`src/common/dru_params.svh`:
```
// Constants of the firmware-upgrade request and descriptor responder
`ifndef DRU_PARAMS_SVH
`define DRU_PARAMS_SVH
// ==================================================
// Request types and codes
`define DRU_RT_OUT 8'h21
`define DRU_RT_IN 8'ha1
`define DRU_RT_STD_IN 8'h80
`define DRU_REQ_DETACH 8'h00
`define DRU_REQ_DNLOAD 8'h01
`define DRU_REQ_UPLOAD 8'h02
`define DRU_REQ_GETSTATUS 8'h03
`define DRU_REQ_CLRSTATUS 8'h04
`define DRU_REQ_GETSTATE 8'h05
`define DRU_REQ_ABORT 8'h06
`define DRU_GET_DESC 8'h06
`define DRU_IF_INDEX 16'h0000
`define DRU_ZERO16 16'h0000
`define DRU_STATUS_LEN 16'h0006
`define DRU_STATE_LEN 16'h0001
// ==================================================
// Device descriptor fields
`define DRU_DEV_LEN 8'h12
`define DRU_DEV_TYPE 8'h01
`define DRU_BCD_USB 16'h0100
`define DRU_CLASS 8'hfe
`define DRU_SUBCLASS 8'h01
`define DRU_PROTO 8'h00
`define DRU_MPS0 8'h20
`define DRU_STR_NONE 8'h00
`define DRU_NUM_CFG 8'h01
// ==================================================
// Configuration, interface and functional descriptor fields
`define DRU_CFG_LEN 8'h09
`define DRU_CFG_TYPE 8'h02
`define DRU_CFG_TOTAL 16'h0019
`define DRU_NUM_IF 8'h01
`define DRU_CFG_VAL 8'h01
`define DRU_CFG_ATTR 8'h80
`define DRU_CFG_POWER 8'h32
`define DRU_IF_LEN 8'h09
`define DRU_IF_TYPE 8'h04
`define DRU_IF_NUM 8'h00
`define DRU_ALT 8'h00
`define DRU_NUM_EP 8'h00
`define DRU_FN_LEN 8'h07
`define DRU_FN_TYPE 8'h21
`define DRU_FN_ATTR 8'h03
`define DRU_FN_DETACH_MS 16'h00ff
`define DRU_FN_XFER 16'h0020
`define DRU_DEV_BYTES 16'h0012
`define DRU_CFG_BYTES 16'h0019
`define DRU_CFG_NIF_POS 8'h04
// ==================================================
// Packets and timing
`define DRU_PKT_LAST 5'h1f
`define DRU_PKT_FIRST 5'h00
`define DRU_MS_NS 1000000
`define DRU_CLK_NS 4
`endif

```
`src/common/dru_pkg.sv`:
```
// Types of the firmware-upgrade request and descriptor responder
package dru_pkg;
   // ==================================================
   // Decoded request kinds
   typedef enum logic [3:0]
   {
      DRU_K_DETACH = 4'h0,
      DRU_K_DNLOAD = 4'h1,
      DRU_K_UPLOAD = 4'h2,
      DRU_K_GETSTATUS = 4'h3,
      DRU_K_CLRSTATUS = 4'h4,
      DRU_K_GETSTATE = 4'h5,
      DRU_K_ABORT = 4'h6,
      DRU_K_DESC_DEV = 4'h7,
      DRU_K_DESC_CFG = 4'h8,
      DRU_K_BAD = 4'h9,
      DRU_K_OTHER = 4'ha
   } dru_kind_t;
   typedef enum logic [0:0] {DRU_PH_IDLE = 1'b0, DRU_PH_SEND = 1'b1} dru_phase_t;
   typedef enum logic [1:0]
   {
      DRU_SRC_DEV = 2'b00,
      DRU_SRC_CFG = 2'b01,
      DRU_SRC_STAT = 2'b10,
      DRU_SRC_STATE = 2'b11
   } dru_src_t;
   // Setup packet as delivered by the USB controller
   typedef struct packed
   {
      logic [7:0] req_type;
      logic [7:0] request;
      logic [15:0] value;
      logic [15:0] index;
      logic [15:0] length;
   } dru_setup_t;
   // Status reply fields supplied by the upgrade engine
   typedef struct packed
   {
      logic [7:0] str_idx;
      logic [7:0] next_state;
      logic [23:0] poll_ms;
      logic [7:0] code;
   } dru_status_t;
   // Request handed to the upgrade engine
   typedef struct packed
   {
      dru_kind_t kind;
      logic [15:0] value;
      logic [15:0] length;
   } dru_req_t;
   // Whole state of the responder
   typedef struct packed
   {
      dru_phase_t phase;
      dru_src_t src;
      logic [7:0] idx;
      logic [15:0] left;
      logic [4:0] pkt;
      logic [47:0] snap;
      logic tx_valid;
      logic [7:0] tx_data;
      logic tx_last;
      logic tx_done;
      logic req_valid;
      dru_req_t req;
      logic stall;
      logic ack;
      logic det_on;
      logic [15:0] det_ms;
      logic [17:0] det_cyc;
      logic det_expired;
   } dru_state_t;
endpackage

```
`src/hdl/dru_responder.sv`:
```
// Firmware-upgrade class request decoder and descriptor responder on endpoint 0
//
// How it works
// Decode seven class requests, codes zero to six
// Detach: out type, timeout value, no data
// Download: out type, block, host data follows
// Upload: in type, block, device returns bytes
// Get status returns exactly six bytes
// Clear status: out type, no data stage
// Get state returns one state byte
// Abort: out type, no data stage
// Expose one device, config, interface, functional set
// Device descriptor only in upgrade mode
// Device descriptor length, type, USB release
// Device class FEh, subclass 01h, protocol 00h
// Endpoint zero packet size thirty-two
// Identifiers at 8/10/12, string indices zero
// One configuration at offset seventeen
// Configuration reports one interface
// Interface number always zero
// Interface length, type, alternate, no endpoints
// Interface class, subclass, protocol, string zero
// Alternate settings may name segments, optional
// Status bytes: code, poll wait, state, string
// Endpoint zero only, 32-byte packets
// Detach timeout without bus reset ends reconfiguration
// Stall mismatching class requests
`timescale 1ns/1ps
`include "dru_params.svh"

module dru_responder
#(
   parameter int MS_CYCLES = `DRU_MS_NS / `DRU_CLK_NS,
   parameter logic [15:0] VENDOR_ID = 16'h1234, // Arbitrary value
   parameter logic [15:0] PRODUCT_ID = 16'h5678, // Arbitrary value
   parameter logic [15:0] RELEASE_ID = 16'h0001 // Arbitrary value
)
(
   input wire logic core_clk,
   input wire logic reset,
   input wire logic usb_bus_reset,
   input wire logic dfu_mode,
   input wire logic setup_valid,
   input wire dru_pkg::dru_setup_t setup,
   input wire dru_pkg::dru_status_t status_in,
   input wire logic [7:0] dev_state,
   input wire logic tx_ready,
   output logic tx_valid,
   output logic [7:0] tx_data,
   output logic tx_last,
   output logic tx_done,
   output logic req_valid,
   output dru_pkg::dru_req_t req,
   output logic stall,
   output logic ack,
   output logic detach_expired
);
   import dru_pkg::*;

   // ==================================================
   // Descriptor images, byte 0 in the low bits
   // Device descriptor, only served in upgrade mode
   localparam logic [143:0] DEV_IMG =
   {
      `DRU_NUM_CFG,
      `DRU_STR_NONE, `DRU_STR_NONE, `DRU_STR_NONE,
      RELEASE_ID, PRODUCT_ID, VENDOR_ID,
      `DRU_MPS0,
      `DRU_PROTO, `DRU_SUBCLASS, `DRU_CLASS,
      `DRU_BCD_USB, `DRU_DEV_TYPE, `DRU_DEV_LEN
   };
   // Configuration, then interface, then functional descriptor
   // Only alternate setting zero exists, so no segment strings are needed
   localparam logic [199:0] CFG_IMG =
   {
      `DRU_FN_XFER, `DRU_FN_DETACH_MS, `DRU_FN_ATTR,
      `DRU_FN_TYPE, `DRU_FN_LEN,
      `DRU_STR_NONE, `DRU_PROTO, `DRU_SUBCLASS, `DRU_CLASS,
      `DRU_NUM_EP, `DRU_ALT,
      `DRU_IF_NUM,
      `DRU_IF_TYPE, `DRU_IF_LEN,
      `DRU_CFG_POWER, `DRU_CFG_ATTR, `DRU_STR_NONE, `DRU_CFG_VAL,
      `DRU_NUM_IF,
      `DRU_CFG_TOTAL, `DRU_CFG_TYPE, `DRU_CFG_LEN
   };
   // Last cycle of one millisecond
   localparam logic [17:0] MS_LAST = 18'(MS_CYCLES - 1);

   // ==================================================
   // Functions
   // Classify a setup packet; shared by the logic and its checks
   function automatic dru_kind_t dru_decode(input dru_setup_t s, input logic mode);
      dru_kind_t k;
      logic out_t;
      logic in_t;
      logic v0;
      k = DRU_K_OTHER;
      out_t = (s.req_type == `DRU_RT_OUT);
      in_t = (s.req_type == `DRU_RT_IN);
      v0 = (s.value == `DRU_ZERO16);
      if (s.req_type == `DRU_RT_STD_IN && s.request == `DRU_GET_DESC)
      begin
         // Descriptors exist only in upgrade mode
         k = DRU_K_BAD;
         if (mode && s.value[15:8] == `DRU_DEV_TYPE)
         begin
            k = DRU_K_DESC_DEV;
         end
         else if (mode && s.value[15:8] == `DRU_CFG_TYPE)
         begin
            k = DRU_K_DESC_CFG;
         end
      end
      else if (out_t || in_t)
      begin
         // Anything not matching below stalls
         k = DRU_K_BAD;
         if (s.index == `DRU_IF_INDEX)
         begin
            case (s.request)
               `DRU_REQ_DETACH:
                  if (out_t && s.length == `DRU_ZERO16) k = DRU_K_DETACH;
               `DRU_REQ_DNLOAD:
                  if (out_t) k = DRU_K_DNLOAD;
               `DRU_REQ_UPLOAD:
                  if (in_t) k = DRU_K_UPLOAD;
               `DRU_REQ_GETSTATUS:
                  if (in_t && v0 && s.length == `DRU_STATUS_LEN) k = DRU_K_GETSTATUS;
               `DRU_REQ_CLRSTATUS:
                  if (out_t && v0 && s.length == `DRU_ZERO16) k = DRU_K_CLRSTATUS;
               `DRU_REQ_GETSTATE:
                  if (in_t && v0 && s.length == `DRU_STATE_LEN) k = DRU_K_GETSTATE;
               `DRU_REQ_ABORT:
                  if (out_t && v0 && s.length == `DRU_ZERO16) k = DRU_K_ABORT;
               default:
                  k = DRU_K_BAD;
            endcase
         end
      end
      return k;
   endfunction

   // Byte of the selected source at a given position
   function automatic logic [7:0] dru_pick(input dru_src_t src, input logic [7:0] i,
                                            input logic [47:0] snap);
      logic [7:0] b;
      b = snap[7:0];
      unique case (src)
         DRU_SRC_DEV: b = DEV_IMG[int'(i) * 8 +: 8];
         DRU_SRC_CFG: b = CFG_IMG[int'(i) * 8 +: 8];
         DRU_SRC_STAT: b = snap[int'(i) * 8 +: 8];
         DRU_SRC_STATE: b = snap[7:0];
      endcase
      return b;
   endfunction

   // ==================================================
   // State
   dru_state_t st_reg; // All registers of the block except the check counters
   dru_state_t st_next; // Their next values
   dru_kind_t kind; // Decode of the current setup
   logic [15:0] src_len; // Size of the chosen source
   logic [15:0] send_len; // Bytes to send, clipped by the host length

   // Decode of the incoming setup packet
   always_comb
   begin
      kind = dru_decode(setup, dfu_mode);
      src_len = `DRU_DEV_BYTES;
      if (kind == DRU_K_DESC_CFG)
      begin
         src_len = `DRU_CFG_BYTES;
      end
      // Host may ask for less than the whole descriptor
      send_len = (setup.length < src_len) ? setup.length : src_len;
   end

   // ==================================================
   // Next-state logic
   always_comb
   begin
      st_next = st_reg;
      // Pulses last one cycle
      st_next.req_valid = 1'b0;
      st_next.stall = 1'b0;
      st_next.ack = 1'b0;
      st_next.tx_done = 1'b0;
      st_next.det_expired = 1'b0;

      // Detach timeout in whole milliseconds
      if (st_reg.det_on)
      begin
         if (st_reg.det_cyc == MS_LAST)
         begin
            st_next.det_cyc = 18'h00000;
            if (st_reg.det_ms <= 16'h0001)
            begin
               // No bus reset came in time: back to normal operation
               st_next.det_on = 1'b0;
               st_next.det_expired = 1'b1;
            end
            else
            begin
               st_next.det_ms = st_reg.det_ms - 16'h0001;
            end
         end
         else
         begin
            st_next.det_cyc = st_reg.det_cyc + 18'h00001;
         end
      end

      // Byte handshake on the endpoint 0 IN stream
      if (st_reg.phase == DRU_PH_SEND && st_reg.tx_valid && tx_ready)
      begin
         if (st_reg.left == 16'h0001)
         begin
            st_next.phase = DRU_PH_IDLE;
            st_next.tx_valid = 1'b0;
            st_next.tx_last = 1'b0;
            st_next.tx_done = 1'b1;
         end
         else
         begin
            st_next.idx = st_reg.idx + 8'h01;
            st_next.left = st_reg.left - 16'h0001;
            // Packet position wraps after 32 bytes
            st_next.pkt = (st_reg.pkt == `DRU_PKT_LAST) ? `DRU_PKT_FIRST
                          : st_reg.pkt + 5'h01;
            st_next.tx_data = dru_pick(st_reg.src, st_next.idx, st_reg.snap);
            st_next.tx_last = (st_next.left == 16'h0001) ||
                              (st_next.pkt == `DRU_PKT_LAST);
         end
      end

      // A new setup cancels any transfer in flight, as USB demands
      if (setup_valid)
      begin
         st_next.phase = DRU_PH_IDLE;
         st_next.tx_valid = 1'b0;
         st_next.tx_last = 1'b0;
         st_next.idx = 8'h00;
         st_next.pkt = `DRU_PKT_FIRST;
         st_next.req.kind = kind;
         st_next.req.value = setup.value;
         st_next.req.length = setup.length;
         unique case (kind)
            DRU_K_DETACH:
            begin
               // Timer restarts with the host's timeout
               st_next.req_valid = 1'b1;
               st_next.ack = 1'b1;
               st_next.det_on = 1'b1;
               st_next.det_ms = setup.value;
               st_next.det_cyc = 18'h00000;
            end
            DRU_K_CLRSTATUS, DRU_K_ABORT:
            begin
               st_next.req_valid = 1'b1;
               st_next.ack = 1'b1;
            end
            DRU_K_DNLOAD, DRU_K_UPLOAD:
            begin
               // Data stage is moved by the upgrade engine
               st_next.req_valid = 1'b1;
            end
            DRU_K_GETSTATUS:
            begin
               // Snapshot so the reply is consistent across bytes
               st_next.req_valid = 1'b1;
               st_next.snap = status_in;
               st_next.src = DRU_SRC_STAT;
               st_next.left = `DRU_STATUS_LEN;
               st_next.phase = DRU_PH_SEND;
               st_next.tx_valid = 1'b1;
               st_next.tx_data = status_in.code;
               st_next.tx_last = 1'b0;
            end
            DRU_K_GETSTATE:
            begin
               st_next.req_valid = 1'b1;
               st_next.snap = {40'h0000000000, dev_state};
               st_next.src = DRU_SRC_STATE;
               st_next.left = `DRU_STATE_LEN;
               st_next.phase = DRU_PH_SEND;
               st_next.tx_valid = 1'b1;
               st_next.tx_data = dev_state;
               st_next.tx_last = 1'b1;
            end
            DRU_K_DESC_DEV, DRU_K_DESC_CFG:
            begin
               st_next.src = (kind == DRU_K_DESC_DEV) ? DRU_SRC_DEV : DRU_SRC_CFG;
               if (send_len == `DRU_ZERO16)
               begin
                  // Zero-length read: nothing to send
                  st_next.ack = 1'b1;
               end
               else
               begin
                  st_next.left = send_len;
                  st_next.phase = DRU_PH_SEND;
                  st_next.tx_valid = 1'b1;
                  st_next.tx_data = dru_pick(st_next.src, 8'h00, st_reg.snap);
                  st_next.tx_last = (send_len == 16'h0001);
               end
            end
            DRU_K_BAD:
            begin
               st_next.stall = 1'b1;
            end
            DRU_K_OTHER:
            begin
               // Other standard requests belong to the controller
               st_next.stall = 1'b0;
            end
         endcase
      end

      // Bus reset clears the transfer and cancels the detach timer
      if (usb_bus_reset)
      begin
         st_next.phase = DRU_PH_IDLE;
         st_next.tx_valid = 1'b0;
         st_next.tx_last = 1'b0;
         st_next.det_on = 1'b0;
         st_next.det_expired = 1'b0;
         st_next.req_valid = 1'b0;
         st_next.ack = 1'b0;
         st_next.stall = 1'b0;
      end
   end

   // ==================================================
   // Registers
   always_ff @(posedge core_clk or posedge reset)
   begin
      if (reset)
      begin
         st_reg <= '0;
      end
      else
      begin
         st_reg <= st_next;
      end
   end

   // Outputs come straight from the state flops
   assign tx_valid = st_reg.tx_valid;
   assign tx_data = st_reg.tx_data;
   assign tx_last = st_reg.tx_last;
   assign tx_done = st_reg.tx_done;
   assign req_valid = st_reg.req_valid;
   assign req = st_reg.req;
   assign stall = st_reg.stall;
   assign ack = st_reg.ack;
   assign detach_expired = st_reg.det_expired;

   // ==================================================
   // Checks
   logic [5:0] run_cnt; // Bytes since the last packet end, only for checks
   logic [15:0] xfer_cnt; // Bytes since the last setup, only for checks

   // Counts handshaked bytes inside one packet
   always_ff @(posedge core_clk or posedge reset)
   begin
      if (reset)
      begin
         run_cnt <= 6'h00;
      end
      else if (setup_valid || usb_bus_reset || (tx_valid && tx_ready && tx_last))
      begin
         run_cnt <= 6'h00;
      end
      else if (tx_valid && tx_ready)
      begin
         run_cnt <= run_cnt + 6'h01;
      end
   end

   // Counts handshaked bytes of the whole reply, so its length can be checked
   always_ff @(posedge core_clk or posedge reset)
   begin
      if (reset)
      begin
         xfer_cnt <= 16'h0000;
      end
      else if (setup_valid || usb_bus_reset)
      begin
         xfer_cnt <= 16'h0000;
      end
      else if (tx_valid && tx_ready)
      begin
         xfer_cnt <= xfer_cnt + 16'h0001;
      end
   end

   stall_exclusive_a: assert property (@(posedge core_clk) disable iff (reset)
      stall |-> !ack && !req_valid && !tx_valid)
      else $error("stall raised together with an accept");

   bad_index_a: assert property (@(posedge core_clk) disable iff (reset)
      setup_valid && !usb_bus_reset && setup.req_type == `DRU_RT_OUT
      && setup.index != `DRU_IF_INDEX |=> stall)
      else $error("class request to wrong interface not stalled");

   detach_accept_a: assert property (@(posedge core_clk) disable iff (reset)
      setup_valid && !usb_bus_reset && kind == DRU_K_DETACH
      |=> ack && req_valid && req.kind == DRU_K_DETACH ##1 (!ack || $past(setup_valid)))
      else $error("detach not acknowledged for exactly one cycle");

   status_six_a: assert property (@(posedge core_clk) disable iff (reset)
      tx_done && st_reg.src == DRU_SRC_STAT && !$past(setup_valid)
      |-> xfer_cnt == `DRU_STATUS_LEN && !tx_valid)
      else $error("status reply is not six bytes");

   state_byte_a: assert property (@(posedge core_clk) disable iff (reset)
      setup_valid && !usb_bus_reset && kind == DRU_K_GETSTATE
      |=> tx_valid && tx_last && tx_data == $past(dev_state))
      else $error("state reply byte wrong");

   desc_mode_a: assert property (@(posedge core_clk) disable iff (reset)
      setup_valid && !usb_bus_reset && !dfu_mode
      && setup.req_type == `DRU_RT_STD_IN && setup.request == `DRU_GET_DESC |=> stall)
      else $error("descriptor served outside upgrade mode");

   dev_len_a: assert property (@(posedge core_clk) disable iff (reset)
      setup_valid && !usb_bus_reset && kind == DRU_K_DESC_DEV
      && setup.length != `DRU_ZERO16 |=> tx_valid && tx_data == `DRU_DEV_LEN)
      else $error("device descriptor does not open with its length");

   cfg_nif_a: assert property (@(posedge core_clk) disable iff (reset)
      st_reg.phase == DRU_PH_SEND && st_reg.src == DRU_SRC_CFG
      && st_reg.idx == `DRU_CFG_NIF_POS |-> tx_data == `DRU_NUM_IF)
      else $error("configuration interface count wrong");

   packet_size_a: assert property (@(posedge core_clk) disable iff (reset)
      tx_valid |-> run_cnt < 6'h20)
      else $error("packet longer than 32 bytes");

   detach_end_a: assert property (@(posedge core_clk) disable iff (reset)
      detach_expired |-> $past(st_reg.det_on) && !$past(usb_bus_reset))
      else $error("detach expiry without running timer");

endmodule

```
`config.mk`:
```
export PLATFORM = sky130hd
export DESIGN_NAME = dru_responder
export DESIGN_NICKNAME = d
export VERILOG_FILES = /design/src/common/dru_pkg.sv /design/src/hdl/dru_responder.sv
export VERILOG_INCLUDE_DIRS = /design/src /design/src/common
export SDC_FILE = /design/constraint.sdc
export NUM_CORES = 1
export LEC_CHECK = 0
export BUFFER_PORTS_ARGS = -buffer_cell sky130_fd_sc_hd__buf_2
export CAP_MARGIN = 15
export CELL_PAD_IN_SITES_DETAIL_PLACEMENT = 1
export CELL_PAD_IN_SITES_GLOBAL_PLACEMENT = 1
export CORE_MARGIN = 5
export CORE_UTILIZATION = 43
export CTS_CLUSTER_DIAMETER = 100
export DETAILED_ROUTE_END_ITERATION = 16
export GPL_ROUTABILITY_DRIVEN = 0
export PLACE_DENSITY = 0.88
export RECOVER_POWER = 25
export SETUP_SLACK_MARGIN = 0.15
export SLEW_MARGIN = 20
export SYNTH_ARGS = -nofsm -noshare
export SYNTH_HDL_FRONTEND = slang
export SYNTH_SLANG_ARGS = --single-unit
export TNS_END_PERCENT = 100
```
`constraint.sdc`:
```
create_clock -name core_clk -period 5.6 [get_ports core_clk]
set_clock_uncertainty 0.2 [all_clocks]
set_input_delay 0.56 -clock core_clk [delete_from_list [all_inputs] [get_ports core_clk]]
set_output_delay 0.56 -clock core_clk [all_outputs]
set_load 0.01 [all_outputs]
```
==> impl_metrics.tcl, run 1 <==
set metrics [dict create \
    outcome "completed" \
    cp_max_fo 63 \
    use_met3_pct 5.391 \
    largest_register_ffs 114 \
    netlist_area_mm2 0.009985 \
    dpl.cell_count 1487 \
    syn_area_per_cell_um2 9.127 \
    drc_errors 0 \
    post_cts_buffers 0 \
    grt_pass1_vias 9601 \
    area_delta_synth_final_pct 13.73 \
    rows 55 \
    critPathLaunchType "input port" \
    place_hpwl_mm 22.67 \
    grt_pass1_wl_mm 51.30 \
    clk_pin_slew_worst_paths_ns 0.07 \
    slew_viol_final 0 \
    stdcell_area_mm2 0.01136 \
    placed_area_mm2 0.01076 \
    cp-end-kind "flop" \
    drtPass1Iterations 6 \
    io_pins 177 \
    grt_use_total_pct 24.01 \
    ys_types 82 \
    avgRoutedWirePerCell_um 21.10 \
    hold_path.class "in2async" \
    clock-root-buffer "clkbuf_16" \
    setup_viol 0 \
    use_met2_pct 41.38 \
    layout_setup_ws_ns 1.259 \
    clkLatencyLatePin_ns 0.43 \
    fillCellCount 2657 \
    yosysTopAreaCell "dfrtp_1" \
    synthCells 1094 \
    diodes 0 \
    tightest_slew_ns 1.067 \
    async_reset_ff_share_pct 100.0 \
    finalSetupTns_ns 0 \
    final_core_util_pct 49.85 \
    crit_type "in2reg" \
    die-area_mm2 0.02637 \
    cts_tree "built" \
    yosysSeqAreaShare_pct 41.10 \
    crit_required_ns 5.74 \
    die_x_um 162.4 \
    synth.top_cell.area_share_pct 41.10 \
    place_ws_ns 0.9728 \
    overflow 0 \
    leakagePower_nw 5.260 \
    yosysWarningCount 0 \
    num_vias 9037 \
    postCtsHoldBufs 0 \
    drive_above_1_share_pct 24.40 \
    synth-edff-count 0 \
    whs_ns 0.09202 \
    start_util_pct 43.83 \
    ant_nets 0 \
    ys_top_cells_by_area "dfrtp_1, nand2_1, mux2_2" \
    grt_busiest_layer "met2" \
    ys_seq_elements 164 \
    clockBufferDepth 2 \
    finalHoldViolations 0 \
    grt_use_met1_pct 30.23 \
    max_slew_margin_pct 28.52 \
    drtIter0Drc 718 \
    die_h_um 162.4 \
    via_per_inst 5.953 \
    cts_max_level 4 \
    postCtsResizedCells 0 \
    numCtsBuffers 17 \
    irDropWorstVdd_mv 0.1811 \
    fmax_mhz 230.3 \
    power_mw 2.640 \
    clock-sinks 164 \
    finalCriticalPeriod_ns 4.341 \
    critPathArrivalTime_ns 4.49 \
    max_cap_viol_count 0 \
    fin_cells 1518 \
    port_buffers 176 \
    rsz0062_at_grt "no" \
    synth_nets 1236 \
    antenna_found_initial 4 \
    finalCritPeriodShare_pct 77.52 \
    wl_mm 32.02 \
    synth_top_flop_cell "dfrtp_1" \
    final_nets 1335 \
    p_per_area_mw_per_mm2 232.5 \
    coreArea_mm2 0.02278 \
    grt_max_degree 110 \
]
==> path summary, 6_finish.rpt <==
check,depth (start not counted),slack [ns],endpoint,start
worst min register to register,2,0.29,st_reg[124],st_reg[124]
min in group core_clk,3,0.16,st_reg[121],status_in[35]
worst max-delay path,11,1.26,st_reg[109],setup[8]
worst max register to register,10,1.95,tx_data[0],st_reg[163]
max in group asynchronous,3,3.90,st_reg[31],reset
worst min-delay path,2,0.09,st_reg[95],reset
==> synth_stat cells, types with 6 or more instances <==
master / number
o22ai_1: 9
a31oi_1: 7
inv_1: 17
mux2i_1: 12
a21oi_1: 43
nor3_1: 30
o21ai_0: 43
mux2_1: 9
o211ai_1: 6
ha_1: 16
nand2_1: 142
buf_4: 47
buf_2: 16
mux2_2: 47
a21o_1: 10
o21a_1: 6
o21ai_1: 40
or4_1: 10
and2_1: 9
nand4_1: 21
nor4_1: 20
nor2b_1: 9
nor2_1: 87
xor2_1: 27
nand3_1: 34
or3_1: 11
a22oi_1: 6
dfrtp_1: 164
and3_1: 11
nor4b_1: 9
a211oi_1: 8
clkbuf_1: 39
xnor2_1: 30
==> cell families (layout without fill, tap and decap cells) <==
logic type	after synthesis	after routing	synth area share, %
buf+inv	123	234	6.591
compound gates	240	240	15.70
mux	72	72	8.421
fa+ha+maj	16	16	2.005
simple gates	422	422	21.18
flops	164	164	41.10
xor+xnor	57	57	5.000
==> metal layers <==
metal / wire length [µm] / vias to the layer above
met1: 12930 / 4528
met4: 757 / 8
met2: 16290 / 322
met5: 48 / -
li1: - / 4101
met3: 1993 / 78
==> cells in the final DEF, fill, tap and decap left out, types with 5 or more instances in the layout <==
cell type  netlist  final
o211ai_1         6      6
nand2b_1         5      5
nor2_1          87     87
clkbuf_16        0     17
a221oi_1         5      5
buf_4           47     10
o21ai_0         43     43
inv_1           17     16
and2_1           9      9
nor4b_1          9      9
dfrtp_1        164    164
o21ai_1         40     40
a31o_2           5      5
a21o_1          10     10
o22ai_1          9      9
nand3_1         34     33
a22oi_1          6      6
mux2_2          47     47
nor4_1          20     20
xor2_1          27     27
or3_1           11     11
and3_1          11     11
mux2i_1         12     12
nand4_1         21     21
a31oi_1          7      7
xnor2_1         30     29
a21oi_1         43     43
or4_1           10     10
mux2_1           9      9
nor2b_1          9      9
a32oi_1          5      5
nand2_1        142    142
o31ai_1          5      5
ha_1            16     16
buf_2           16    175
nor3_1          30     30
a211oi_1         8      8
o21a_1           6      6
==> power by group <==
| group | switching, mW | internal (mW) |
|---|---|---|
| sequential | 0.0147 | 1.21 |
| combinational | 0.112 | 0.0820 |
| clock | 0.508 | 0.713 |
| total | 0.635 | 2.01 |
==> layout make-up <==
cell class | count | area [µm²] | area share [%]
multi-input cells | 807 | 5235 | 46.10
flip-flops and latches | 164 | 4104 | 36.14
repair buffers | 186 | 954.7 | 8.407
clock buffers | 19 | 442.9 | 3.900
well taps | 313 | 391.6 | 3.449
clock inverters | 12 | 156.4 | 1.377
inverters | 17 | 71.32 | 0.6280
==> critical path: stages <==
cell      delay [ns]
buf_2           0.10
nor4_1          0.64
nand4_1         0.46
o311ai_1        0.68
nand4_1         0.36
and3_1          0.33
o211ai_1        0.11
buf_4           0.52
buf_4           0.45
nand2_1         0.11
o21ai_1         0.12
Power figures use the tool's default switching activity.
==> run 2: changes to the inputs <==
ABC_AREA = 1   (was unset)
CORE_UTILIZATION = 37   (was 43)
PLACE_DENSITY = 0.84   (was 0.88)
clock period = 3.9 ns   (was 5.6 ns; I/O delays follow)
==> impl_metrics.tcl, run 2 <==
set metrics [dict create \
    outcome "complete, but fails checks" \
    violations "max-capacitance violations, max-slew violations" \
    power_mw 3.657 \
    yosysMostFrequentCell "nand2_1" \
    io_pins 177 \
    hold_path.class "in2reg" \
    die_x_um 178.9 \
    num_vias 10377 \
    whs_ns 0.006466 \
    synth_nets 1609 \
    clock-root-buffer "clkbuf_16" \
    coreArea_mm2 0.02793 \
    syn_area_per_cell_um2 7.191 \
    max_cap_viol_count 2 \
    cp_max_fo 13 \
    clk_pin_slew_worst_paths_ns 0.08 \
    avgRoutedWirePerCell_um 16.92 \
    cp-end-kind "flop" \
    synthCells 1467 \
    finalHoldViolations 0 \
    finalSetupTns_ns 0 \
    place_hpwl_mm 25.46 \
    clockBufferDepth 2 \
    clkLatencyLatePin_ns 0.44 \
    finalCritPeriodShare_pct 90.74 \
    ys_types 52 \
    clock-sinks 164 \
    yosysWarningCount 0 \
    setup_viol 0 \
    async_reset_ff_share_pct 100.0 \
    area_delta_synth_final_pct 16.44 \
    tightest_slew_ns 1.689 \
    max_slew_margin_pct -12.61 \
    overflow 0 \
    synth.top_cell.area_share_pct 38.90 \
    diodes 0 \
    cts_tree "built" \
    antenna_found_initial 0 \
    wl_mm 34.07 \
    yosysTopAreaCell "dfrtp_1" \
    die-area_mm2 0.03199 \
    final_common_cell "nand2_1" \
    synth-edff-count 0 \
    ant_nets 0 \
    ys_top_cells_by_area "dfrtp_1, nand2_1, nor2_1" \
    ys_seq_elements 164 \
    irDropWorstVdd_mv 0.2754 \
    drc_errors 0 \
    leakagePower_nw 6.053 \
    port_buffers 176 \
    final_nets 1765 \
    critPathArrivalTime_ns 3.65 \
    via_per_inst 5.155 \
    grt_pass1_vias 10977 \
    cts_max_level 4 \
    start_util_pct 37.76 \
    grt_max_degree 79 \
    synth_commonest_cells "nand2_1, nor2_1, dfrtp_1, inv_1, o21ai_0" \
    netlist_area_mm2 0.01055 \
    rsz0062_at_grt "no" \
    die_h_um 178.9 \
    crit_type "in2reg" \
    rows 61 \
    synth_top_flop_cell "dfrtp_1" \
    slew_viol_final 65 \
    final_cell_mix "nand2_1, nor2_1, dfrtp_1" \
    critPathLaunchType "input port" \
    drtPass1Iterations 5 \
    grt_use_total_pct 21.66 \
    largest_register_ffs 114 \
    final_core_util_pct 43.97 \
    crit_required_ns 4.02 \
    finalCriticalPeriod_ns 3.539 \
    drtIter0Drc 704 \
    drive_above_1_share_pct 16.88 \
    grt_pass1_wl_mm 56.50 \
    p_per_area_mw_per_mm2 297.7 \
    numCtsBuffers 17 \
    yosysSeqAreaShare_pct 38.90 \
    fmax_mhz 282.6 \
]
-- run 2: metrics by stage --
| step | setup WS, ns | cell area (µm²) | instances |
|---|---|---|---|
| after floorplan | 1.225 | 10550 | 1467 |
| after global placement | 0.7258 | 11590 | 1960 |
| after detailed placement | 0.6317 | 11590 | 1960 |
| after CTS | 0.5364 | 12350 | 2013 |
| after global routing | 0.1267 | 12280 | 2013 |
| final | 0.3611 | 12280 | 2013 |
-- run 2: area by class of cell --
class	instances	area, µm²
fillers	3694	15650
multi-input cells	1072	5346
flip-flops and latches	164	4104
repair buffers	223	1270
inverters	145	545.5
well taps	378	473.0
clock buffers	17	425.4
clock inverters	14	118.9
-- run 2: what timing repair did --
item / in CTS / in global routing
hold buffers: 22 / 0
buffers inserted: 0 / 0
hold endpoints to repair: 50 / 0
resized for setup: 0 / 0
-- run 2: cell families after synthesis --
family          synth area share (%)
fa+ha+maj                      1.898
buf+inv                        10.46
xor+xnor                       3.487
simple gates                   32.49
flops                          38.90
mux                          0.09489
compound gates                 12.67
-- run 2: path summary, 6_finish.rpt --
path | end | startpoint | cells after the start | slack, ns
max | tx_data[6] | setup[36] | 18 | 0.36
min | st_reg[106] | status_in[20] | 3 | 0.006
max reg2reg | tx_data[4] | st_reg[163] | 19 | 0.95
min reg2reg | req[11] | req[11] | 2 | 0.28
max in group asynchronous | req[7] | reset | 4 | 1.62
min in group asynchronous | st_reg[17] | reset | 3 | 0.66
-- run 2: report_power, final --
group          switching, mW  internal [mW]
registers             0.0176           1.73
clock network          0.783          0.833
logic                  0.185          0.108
-- run 2: worst max-delay path, cell delays in order --
cell	delay (ns)
dlygate4sd3_1	0.53
buf_2	0.14
nor2_1	0.12
nand2_1	0.06
nor2_1	0.31
nand2_2	0.17
nor2_1	0.15
nand2_1	0.07
nand2_1	0.08
nand2_1	0.06
nor2_1	0.14
nand4_2	0.16
nor2_2	0.23
nor2_2	0.08
nand2_1	0.43
nand2_1	0.25
nand2_1	0.20
nand2_1	0.08
-- run 2: layer usage --
metal | track usage, % | routed length (µm) | vias up
li1 | - | - | 5006
met1 | 29.02 | 15550 | 5109
met2 | 36.53 | 16460 | 218
met3 | 3.627 | 1437 | 44
met4 | 5.341 | 615 | 0
met5 | 0 | 0 | -
